## config.mk

```make
export PLATFORM = sky130hd
export DESIGN_NAME = tucs_ctrl
export DESIGN_NICKNAME = d
export VERILOG_FILES = /design/src/tucs_pkg.sv /design/src/tucs_ctrl.sv
export SDC_FILE = /design/constraint.sdc
export NUM_CORES = 1
export LEC_CHECK = 0
export ABC_AREA = 0
export BUFFER_PORTS_ARGS = -buffer_cell sky130_fd_sc_hd__buf_2
export CAP_MARGIN = 20
export CORE_MARGIN = 2
export CORE_UTILIZATION = 24
export CTS_CLUSTER_DIAMETER = 40
export DETAILED_ROUTE_END_ITERATION = 12
export GPL_TIMING_DRIVEN = 0
export HOLD_SLACK_MARGIN = 0.08
export PLACE_DENSITY = 0.52
export SKIP_LAST_GASP = 1
export SLEW_MARGIN = 20
export SYNTH_ARGS = -nofsm -noshare
export SYNTH_HDL_FRONTEND = slang
export SYNTH_SLANG_ARGS = --single-unit
```

## constraint.sdc

```tcl
create_clock -name clk -period 1.18 [get_ports clk]
set_input_delay 0.118 -clock clk [delete_from_list [all_inputs] [get_ports clk]]
set_output_delay 0.118 -clock clk [all_outputs]
set_load 0.005 [all_outputs]
```

## src/tucs_pkg.sv

```systemverilog
//
// Behaviour
// - A unit's done bit is set when it fires with notify set, and writing one to it clears it.
// - A done bit raises the interrupt only when its interrupt enable bit is set.
// - Done, enable and soft reset hold one bit per unit for twelve units, bit 0 being unit 1.
// - Writing one to an enable bit starts the unit, and the bit clears itself when the unit fires.
// - A unit whose enable bit is zero is disabled and produces no trigger output.
// - Writing one to a soft reset bit forces the unit inactive and returns its settings to default.
// - A soft reset halts a running cascade and leaves the unit ready for a new setup.
// - While a soft reset bit is zero the unit works normally.
// - A done bit of zero means the unit has not yet produced its event.
// - A unit's error bit is cleared when software clears that unit's enable bit.
//
package tucs_pkg;

	// ------------------------------------------------------------
	// register map
	// ------------------------------------------------------------
	localparam int           ADDR_W           = 10;
	localparam int           DATA_W           = 16;
	localparam int           UNITS            = 12;
	localparam logic [9:0]   OFS_ERROR        = 10'h200;
	localparam logic [9:0]   OFS_DONE         = 10'h204;
	localparam logic [9:0]   OFS_ENABLE       = 10'h206;
	localparam logic [9:0]   OFS_SOFT_RESET   = 10'h208;
	localparam logic [9:0]   OFS_IRQ_MASK     = 10'h20c;
	localparam logic [11:0]  RST_UNITS        = 12'h000;
	localparam logic [3:0]   RSV_BITS         = 4'h0;

endpackage

```

## src/tucs_ctrl.sv

```systemverilog
// Local design decision: the strobed register port.
module tucs_ctrl (
	// clock and reset
	input  wire logic        clk,
	input  wire logic        rst_b,
	// register port
	input  wire logic [9:0]  reg_addr,
	input  wire logic [15:0] reg_wdata,
	input  wire logic        reg_wr,
	input  wire logic        reg_rd,
	output logic      [15:0] reg_rdata,
	// trigger units
	input  wire logic [11:0] unit_fired,
	input  wire logic [11:0] event_notify_option,
	input  wire logic [11:0] unit_late,
	output logic      [11:0] unit_enable_bits,
	output logic      [11:0] unit_soft_reset_bits,
	output logic      [11:0] unit_error_flags,
	// interrupt
	output logic             irq
);

	logic [11:0] done_ff;
	logic [11:0] en_ff;
	logic [11:0] srst_ff;
	logic [11:0] err_ff;
	logic [11:0] mask_ff;
	logic [15:0] rdata_ff;
	logic [11:0] nxt_done;
	logic [11:0] nxt_en;
	logic [11:0] nxt_err;
	logic [11:0] fire_ok;
	logic        wr_done;
	logic        wr_en;
	logic        wr_srst;
	logic        wr_mask;

	function automatic logic hit(input logic [9:0] a, input logic [9:0] ofs);
		hit = (a == ofs);
	endfunction

	// ------------------------------------------------------------
	// write decode
	// ------------------------------------------------------------
	assign wr_done = reg_wr && hit(reg_addr, tucs_pkg::OFS_DONE);
	assign wr_en   = reg_wr && hit(reg_addr, tucs_pkg::OFS_ENABLE);
	assign wr_srst = reg_wr && hit(reg_addr, tucs_pkg::OFS_SOFT_RESET);
	assign wr_mask = reg_wr && hit(reg_addr, tucs_pkg::OFS_IRQ_MASK);

	// fire only counts while enabled and not in reset
	assign fire_ok = unit_fired & en_ff & ~srst_ff;

	// ------------------------------------------------------------
	// done flags
	// ------------------------------------------------------------
	always_comb begin
		nxt_done = done_ff;
		if (wr_done) begin
			nxt_done = done_ff & ~reg_wdata[11:0];
		end
		nxt_done = nxt_done | (fire_ok & event_notify_option);
	end

	always_ff @(posedge clk or negedge rst_b) begin
		if (!rst_b) begin
			done_ff <= tucs_pkg::RST_UNITS;
		end else begin
			done_ff <= nxt_done;
		end
	end

	// ------------------------------------------------------------
	// enable bits
	// ------------------------------------------------------------
	always_comb begin
		nxt_en = en_ff;
		if (wr_en) begin
			nxt_en = reg_wdata[11:0];
		end
		nxt_en = nxt_en & ~fire_ok & ~srst_ff;
	end

	always_ff @(posedge clk or negedge rst_b) begin
		if (!rst_b) begin
			en_ff <= tucs_pkg::RST_UNITS;
		end else begin
			en_ff <= nxt_en;
		end
	end

	// ------------------------------------------------------------
	// error flags
	// ------------------------------------------------------------
	always_comb begin
		nxt_err = err_ff & nxt_en;
		nxt_err = nxt_err | (unit_late & en_ff & event_notify_option & ~srst_ff);
	end

	always_ff @(posedge clk or negedge rst_b) begin
		if (!rst_b) begin
			err_ff <= tucs_pkg::RST_UNITS;
		end else begin
			err_ff <= nxt_err;
		end
	end

	// ------------------------------------------------------------
	// soft reset, one cycle then self clear
	// ------------------------------------------------------------
	always_ff @(posedge clk or negedge rst_b) begin
		if (!rst_b) begin
			srst_ff <= tucs_pkg::RST_UNITS;
		end else if (wr_srst) begin
			srst_ff <= reg_wdata[11:0];
		end else begin
			srst_ff <= tucs_pkg::RST_UNITS;
		end
	end

	// ------------------------------------------------------------
	// interrupt mask
	// ------------------------------------------------------------
	always_ff @(posedge clk or negedge rst_b) begin
		if (!rst_b) begin
			mask_ff <= tucs_pkg::RST_UNITS;
		end else if (wr_mask) begin
			mask_ff <= reg_wdata[11:0];
		end
	end

	assign irq = |((done_ff | err_ff) & mask_ff);

	// ------------------------------------------------------------
	// read data
	// ------------------------------------------------------------
	always_ff @(posedge clk or negedge rst_b) begin
		if (!rst_b) begin
			rdata_ff <= 16'h0000;
		end else if (reg_rd) begin
			unique case (reg_addr)
				tucs_pkg::OFS_ERROR:      rdata_ff <= {tucs_pkg::RSV_BITS, err_ff};
				tucs_pkg::OFS_DONE:       rdata_ff <= {tucs_pkg::RSV_BITS, done_ff};
				tucs_pkg::OFS_ENABLE:     rdata_ff <= {tucs_pkg::RSV_BITS, en_ff};
				tucs_pkg::OFS_SOFT_RESET: rdata_ff <= {tucs_pkg::RSV_BITS, srst_ff};
				tucs_pkg::OFS_IRQ_MASK:   rdata_ff <= {tucs_pkg::RSV_BITS, mask_ff};
				default:                  rdata_ff <= 16'h0000;
			endcase
		end else begin
			rdata_ff <= 16'h0000;
		end
	end

	assign reg_rdata            = rdata_ff;
	assign unit_enable_bits     = en_ff;
	assign unit_soft_reset_bits = srst_ff;
	assign unit_error_flags     = err_ff;

endmodule

```

==> results of run 1 <==
state kept, by name, summed over array words and instances (netlist names):
signal and count:
unit_soft_reset_bits 12, reg_rdata 12, done_ff 12, unit_enable_bits 12, unit_error_flags 12, mask_ff 12
per-stage QoR:
step           area [sq um]  setup TNS (ns)
4_1_cts                5190          -2.222
6_report               5268          -2.995
3_3_place_gp           4383          -64.32
2_1_floorplan          3607          -2.561
3_5_place_dp           4405          -30.68
5_1_grt                5268          -4.978
cell type report:
| class | count | area, sq um |
|---|---|---|
| clock inverter | 2 | 12.51 |
| timing repair buffer | 155 | 1042 |
| sequential | 72 | 1802 |
| buffer | 19 | 176.4 |
| fill | 1486 | 9266 |
| clock buffer | 14 | 274.0 |
| tap | 184 | 230.2 |
| multi-input combinational | 261 | 1730 |
Yosys cell counts (all sizes together):
library cell and number:
mux2 12, nand3 58, clkbuf 6, or3 1, conb 1, and4 2
nor2b 16, nor3 1, a32o 12, nor2 13, o21ai 24, dfrtp 72
and2 24, nor4b 1, o22ai 12, a21oi 24, buf 14, nand2 25
and3 1, nand4 4, mux2i 25, and4b 2
how the worst min path moves through the flow:
stage	startpoint	to	slack [ns]
after floorplan	rst_b	done_ff[0]	-0.18
after global placement	unit_late[3]	unit_error_flags[3]	0.36
after detailed placement	rst_b	unit_error_flags[7]	0.11
after CTS	reg_rd	reg_rdata[11]	0.14
after global routing	reg_rd	reg_rdata[11]	0.16
final	reg_rd	reg_rdata[0]	0.15
worst min-delay path, delay by kind of cell:
kind            cells  cell delay (ns)
simple gates        1             0.12
compound gates      1             0.09
buf+inv             1             0.12
kinds of logic after synthesis:
| group | after synthesis | synth area share [%] |
|---|---|---|
| muxes | 37 | 11.80 |
| AOI/OAI and AO/OA | 72 | 12.15 |
| buffers and inverters | 20 | 3.352 |
| DFF | 72 | 50.28 |
| and+or+nand+nor | 148 | 22.31 |
| other | 1 | 0.1046 |
power groups by stage:
stage / clock (mW) / sequential (mW) / combinational [mW]
after global placement: 0 / 2.62 / 0.403
final: 2.63 / 2.59 / 0.533
after detailed placement: 0 / 2.62 / 0.425
after floorplan: 0 / 2.60 / 0.178
after global routing: 2.81 / 2.59 / 0.586
after CTS: 2.70 / 2.58 / 0.524
layer usage:
layer	track usage, %	up-vias
met5	0	-
met4	6.723	0
met3	3.483	25
met2	24.13	113
met1	20.19	1656
li1	-	1609
what timing repair did:
| item | CTS | global route |
|---|---|---|
| buffers inserted | 4 | 4 |
| gates cloned | 1 | 0 |
| gates resized for setup | 27 | 20 |
| pin swaps | 5 | 2 |
| hold buffers | 37 | 0 |
| endpoints found under the hold margin | 88 | 0 |
| setup endpoints to repair | 62 | 66 |
==> results.py, run 1 <==
metrics = {
    "run_status": {
        "status": "finished, violations left",
        "violations": "setup timing",
    },
    "cts": {
        "ctsRootBufferMaster": "clkbuf_16",
        "h-tree-depth": 3,
        "cts_tree": "yes",
        "clk_pin_slew_worst_paths_ns": 0.05,
        "clk_latency_ns": 0.34,
        "clockBufferDepth": 2,
        "cts_made_buffers": 9,
        "clkSinkCount": 72,
    },
    "drt": {
        "drt_iter0_markers": 220,
        "wl_met1_um": 5677,
        "dr_wl_met3_um": 625,
        "ant_nets": 0,
        "wl_um": 12270,
        "viasPerCell": 4.813,
        "drc": 0,
        "routed-wl-met2_um": 5639,
        "vias": 3403,
        "dr.pass1.iters": 4,
        "routedWlPerCell_um": 17.36,
        "topRoutingLayerUsed": "met4",
    },
    "setup_path": {
        "cp_slowest_cell": "dfrtp_1",
        "path_class": "flip-flop to output port",
        "startpoint": "unit_error_flags[3]",
        "r2r_cells": 4,
        "cp_top_family": "simple AND/OR/NAND/NOR gates",
        "end_kind": "output port",
        "crit_path_cell_trace": "o21ai_0 > nand4_1 > or3_4 > buf_6",
        "cpPeakStageDelay_ns": 0.41,
        "rrSetupSlack_ns": 0.09,
        "worstReg2RegEnd": "unit_error_flags[3]",
        "start_kind": "flip-flop",
        "rr_startpoint": "unit_enable_bits[3]",
        "cp.required_ns": 1.06,
        "crit_fanout": 4,
        "cp_num_buf_inv": 1,
        "critPathArrivalTime_ns": 1.62,
        "cp.depth": 4,
        "endpoint": "irq",
    },
    "placement": {
        "hpwl_um": 8235,
        "place_ws_ns": -0.5440,
        "place_congestion": 0.7548,
        "place_inst": 647,
        "portBuffers": 109,
    },
    "synthesis": {
        "syn_inst": 350,
        "synth-warning-count": 0,
        "synth_area_per_cell_sq_um": 10.24,
        "ys_ff_latch": 72,
        "seq_area_frac_synth_pct": 50.28,
        "synth.area.top_cells": "dfrtp_1, nand3_1, mux2i_1, mux2_4, and2_1",
        "synth_cell_type_count": 28,
        "syn_area_sq_um": 3583,
        "yosysTopAreaCell": "dfrtp_1",
        "netlist.area_leader.share_pct": 50.28,
    },
    "sta": {
        "rsz0062_at_grt": "true",
        "setup_violations": 23,
        "layout_min_cycle_time_ns": 1.735,
        "whs_ns": 0.1492,
        "fmax_ghz": 0.5765,
        "hold_viol_final": 0,
        "layout_setup_ws_ns": -0.5547,
        "finalClockSkew_ns": 0.007767,
        "period_share_pct": 147.0,
        "slew_viol_final": 0,
    },
    "power_and_ir_drop": {
        "p_clk_share_pct": 45.8,
        "leakagePower_nw": 2.564,
        "p_int_mw": 4.401,
        "p_total_mw": 5.751,
        "comb_power_share_pct": 9.3,
        "power_density_nw_per_um2": 1092,
        "ir_worst_vdd_mv": 0.6392,
        "seq_power_share_pct": 44.9,
        "p_sw_share_pct": 23.47,
        "p_sw_mw": 1.350,
    },
    "worst_hold_path": {
        "worst_hold_path_type": "input pin to flip-flop",
        "min_delay_path_depth": 3,
    },
    "floorplan": {
        "chipHeight_um": 126.2,
        "die_w_um": 126.2,
        "initial_core_util_pct": 24.66,
        "core_sq_um": 14530,
        "die_area_sq_um": 15920,
        "rows": 44,
        "ios": 119,
    },
    "layout": {
        "nNetsFinal": 584,
        "drive_gt1_share_pct": 34.61,
        "final_common_cell": "buf_2",
        "synthToLayoutAreaGrowth_pct": 47.00,
        "n_antenna_cell": 0,
        "final_core_util_pct": 36.24,
        "final_cell_mix": "buf_2, dfrtp_1, nand3_1, dlygate4sd3_1",
        "instances_no_fill": 707,
    },
    "grt": {
        "grt_pass1_wl_um": 18480,
        "antenna_found_initial": 0,
        "grt_pass1_vias": 3344,
        "grt_max_degree": 39,
        "grt_overflow": 0,
        "grt_use_total_pct": 15.32,
    },
    "job": {
        "cap_violations": 0,
    },
}
(Power assumes the default switching activity.)
==> run 2: changes to the inputs <==
--- a/config.mk
+++ b/config.mk
@@ -5,7 +5,7 @@
 export SDC_FILE = /design/constraint.sdc
 export NUM_CORES = 1
 export LEC_CHECK = 0
-export ABC_AREA = 0
+export ABC_AREA = 1
 export BUFFER_PORTS_ARGS = -buffer_cell sky130_fd_sc_hd__buf_2
 export CAP_MARGIN = 20
 export CORE_MARGIN = 2
==> run 2 against run 1 <==
Against the previous run: the flow still finishes with violations (setup timing); register-to-register slack about the same; non-clock buffer count grew 10; largest power group is now registers; cell count increased by 18%; hold slack lost 0.065 ns; setup slack better by 0.16 ns; count of clock-buffer cells in the layout down 2; combinational power is 46% higher; wire length increased by 8.9%; synthesized cell count up 34%; critical path depth increased by 1; fmax is 10% higher; sequential share of layout area fell by 0.41 points.
==> results.py, run 2 <==
metrics = {
    "run_status": {
        "status": "finished, violations left",
        "violations": "setup timing",
    },
    "grt": {
        "grt-busiest-layer": "met2",
        "met2_usage_pct": 28.65,
        "antenna_found_initial": 0,
        "grt_overflow": 0,
        "grt_use_total_pct": 16.79,
        "grt_max_degree": 52,
        "grt.met3_usage_pct": 3.308,
        "grt_use_met1_pct": 21.10,
        "grt_pass1_wl_um": 20820,
        "grt_pass1_vias": 3996,
    },
    "synthesis": {
        "syn_area_sq_um": 3641,
        "synth_commonest_cells": "nand2_1, nand3_1, nor2_1",
        "synth_area_per_cell_sq_um": 7.763,
        "syn_inst": 469,
        "synth_cell_type_count": 23,
        "synth.area.top_cells": "dfrtp_1, nand3_1, nand2_1, nor2_1, nand4_1",
        "synth_edf_count": 0,
        "netlist.area_leader.share_pct": 49.48,
        "synth-warning-count": 0,
        "synthMostInstantiatedCell": "nand2_1",
        "synth_ff_type": "dfrtp_1",
        "ys_ff_latch": 72,
        "seq_area_frac_synth_pct": 49.48,
        "yosysTopAreaCell": "dfrtp_1",
        "synthArstFlopShare_pct": 100.0,
    },
    "drt": {
        "drc": 0,
        "dr.pass1.iters": 5,
        "routedWlPerCell_um": 15.99,
        "wl_um": 13370,
        "viasPerCell": 4.783,
        "vias": 3999,
        "drt_iter0_markers": 291,
        "ant_nets": 0,
    },
    "layout": {
        "synthToLayoutAreaGrowth_pct": 46.43,
        "final_cell_mix": "buf_2, nand2_1, nand3_1, dfrtp_1, nor2_1",
        "nNetsFinal": 709,
        "ff_latch_area_sq_um": 1802,
        "design_area_sq_um": 5331,
        "n_antenna_cell": 0,
        "multiInputGateArea_sq_um": 1637,
        "final_common_cell": "buf_2",
        "fillCellCount": 1578,
        "drive_gt1_share_pct": 28.24,
    },
    "sta": {
        "whs_ns": 0.08459,
        "period_share_pct": 133.6,
        "fmax_ghz": 0.6345,
        "setup_violations": 2,
        "slew_viol_final": 0,
        "hold_viol_final": 0,
        "finalClockSkew_ns": 0.007669,
        "rsz0062_at_grt": "true",
        "layout_min_cycle_time_ns": 1.576,
        "layout_setup_ws_ns": -0.3960,
        "fin_tns_setup_ns": -0.4588,
    },
    "floorplan": {
        "chipHeight_um": 127.2,
        "die_area_sq_um": 16170,
        "core_sq_um": 15030,
        "initial_core_util_pct": 24.22,
        "die_w_um": 127.2,
        "rows": 45,
        "ios": 119,
    },
    "cts": {
        "ctsRootBufferMaster": "clkbuf_16",
        "cts_made_buffers": 9,
        "h-tree-depth": 3,
        "cts_tree": "yes",
        "clockBufferDepth": 2,
        "clk_pin_slew_worst_paths_ns": 0.06,
        "clk_latency_ns": 0.35,
        "clkSinkCount": 72,
    },
    "worst_hold_path": {
        "worst_hold_path_type": "input pin to flip-flop",
    },
    "placement": {
        "hpwl_um": 9305,
        "portBuffers": 109,
        "place_congestion": 0.8376,
        "place_area_sq_um": 4463,
    },
    "power_and_ir_drop": {
        "p_clk_share_pct": 42.5,
        "seq_power_share_pct": 44.8,
        "leakagePower_nw": 2.759,
        "power_density_nw_per_um2": 1154,
        "p_sw_share_pct": 26.54,
        "p_int_mw": 4.520,
        "p_sw_mw": 1.633,
        "comb_power_share_pct": 12.6,
        "ir_worst_vdd_mv": 0.6827,
    },
    "setup_path": {
        "path_class": "flip-flop to output port",
        "crit_fanout": 2,
        "cp.required_ns": 1.06,
        "start_kind": "flip-flop",
        "end_kind": "output port",
        "critPathArrivalTime_ns": 1.46,
    },
    "job": {
        "cap_violations": 0,
    },
}
-- run 2: changes by cell type after synthesis, sizes merged, moves of 11 or more --
cell	before	now
nor2b	16	0
nand2	25	87
inv	0	37
o22ai	12	0
nand3	58	79
nand4	4	30
a32o	12	0
mux2	12	0
mux2i	25	0
and3	1	12
and2	24	0
nor2	13	82
a21oi	24	1
o21ai	24	41
-- run 2: path summary, 6_finish.rpt --
kind,start,end,slack [ns],depth (start not counted)
hold / removal,reg_wdata[0],unit_soft_reset_bits[0],0.08,3
setup / recovery,unit_error_flags[3],irq,-0.40,5
min in group asynchronous,rst_b,unit_enable_bits[11],0.21,2
hold reg to reg,mask_ff[11],mask_ff[11],0.49,2
max in group asynchronous,rst_b,unit_enable_bits[4],0.42,3
setup reg to reg,unit_error_flags[2],reg_rdata[2],0.09,6
-- run 2: cell type report --
cell class / count / share of cell area [%]
timing repair buffer: 160 / 19.64
tap: 188 / 4.412
clock inverter: 4 / 0.5398
sequential: 72 / 33.79
buffer: 24 / 3.497
multi-input combinational: 339 / 30.70
inverter: 37 / 2.605
clock buffer: 12 / 4.811
-- run 2: metal layers --
layer / wire length [um] / vias up
li1: - / 1916
met1: 5644 / 1888
met2: 6505 / 176
met3: 930 / 19
met4: 287 / 0
met5: 0 / -
-- run 2: stage by stage --
step | util (%) | setup slack (ns) | instances | power (mW)
6_report | 35.46 | -0.3960 | 836 | 6.153
5_1_grt | 35.46 | -0.4659 | 836 | 6.444
4_1_cts | 34.59 | -0.3612 | 829 | 6.148
3_5_place_dp | 29.69 | -0.5610 | 770 | 3.416
3_3_place_gp | 29.49 | -0.5182 | 769 | 3.378
2_1_floorplan | - | 0.01002 | 472 | 3.052
-- run 2: cell families after synthesis --
logic type	after synthesis	synth area share, %
buf+inv	61	7.629
other cells	1	0.1030
compound gates	44	6.323
flops	72	49.48
simple gates	291	36.46
-- run 2: worst max-delay path, stage by stage (launching register included) --
cell and delay [ns]:
dfrtp_1 0.40, o21ai_1 0.17, nand4_1 0.15, nor3_2 0.19, nand2_1 0.06, buf_2 0.14
-- run 2: repair_timing --
item / 4_1_cts / 5_1_grt
pin swaps: 3 / 7
cloned: 0 / 0
setup buffers: 7 / 8
hold buffers: 36 / 0
gates resized for setup: 22 / 29
endpoints found under the hold margin: 110 / 0
endpoints found under the setup margin: 53 / 67
-- run 2: power groups by stage --
stage	Sequential, mW	Combinational, mW	Clock (mW)
6_report	2.76	0.778	2.62
5_1_grt	2.77	0.877	2.79
4_1_cts	2.76	0.740	2.65
3_5_place_dp	2.80	0.619	0
3_3_place_gp	2.79	0.589	0
2_1_floorplan	2.76	0.292	0
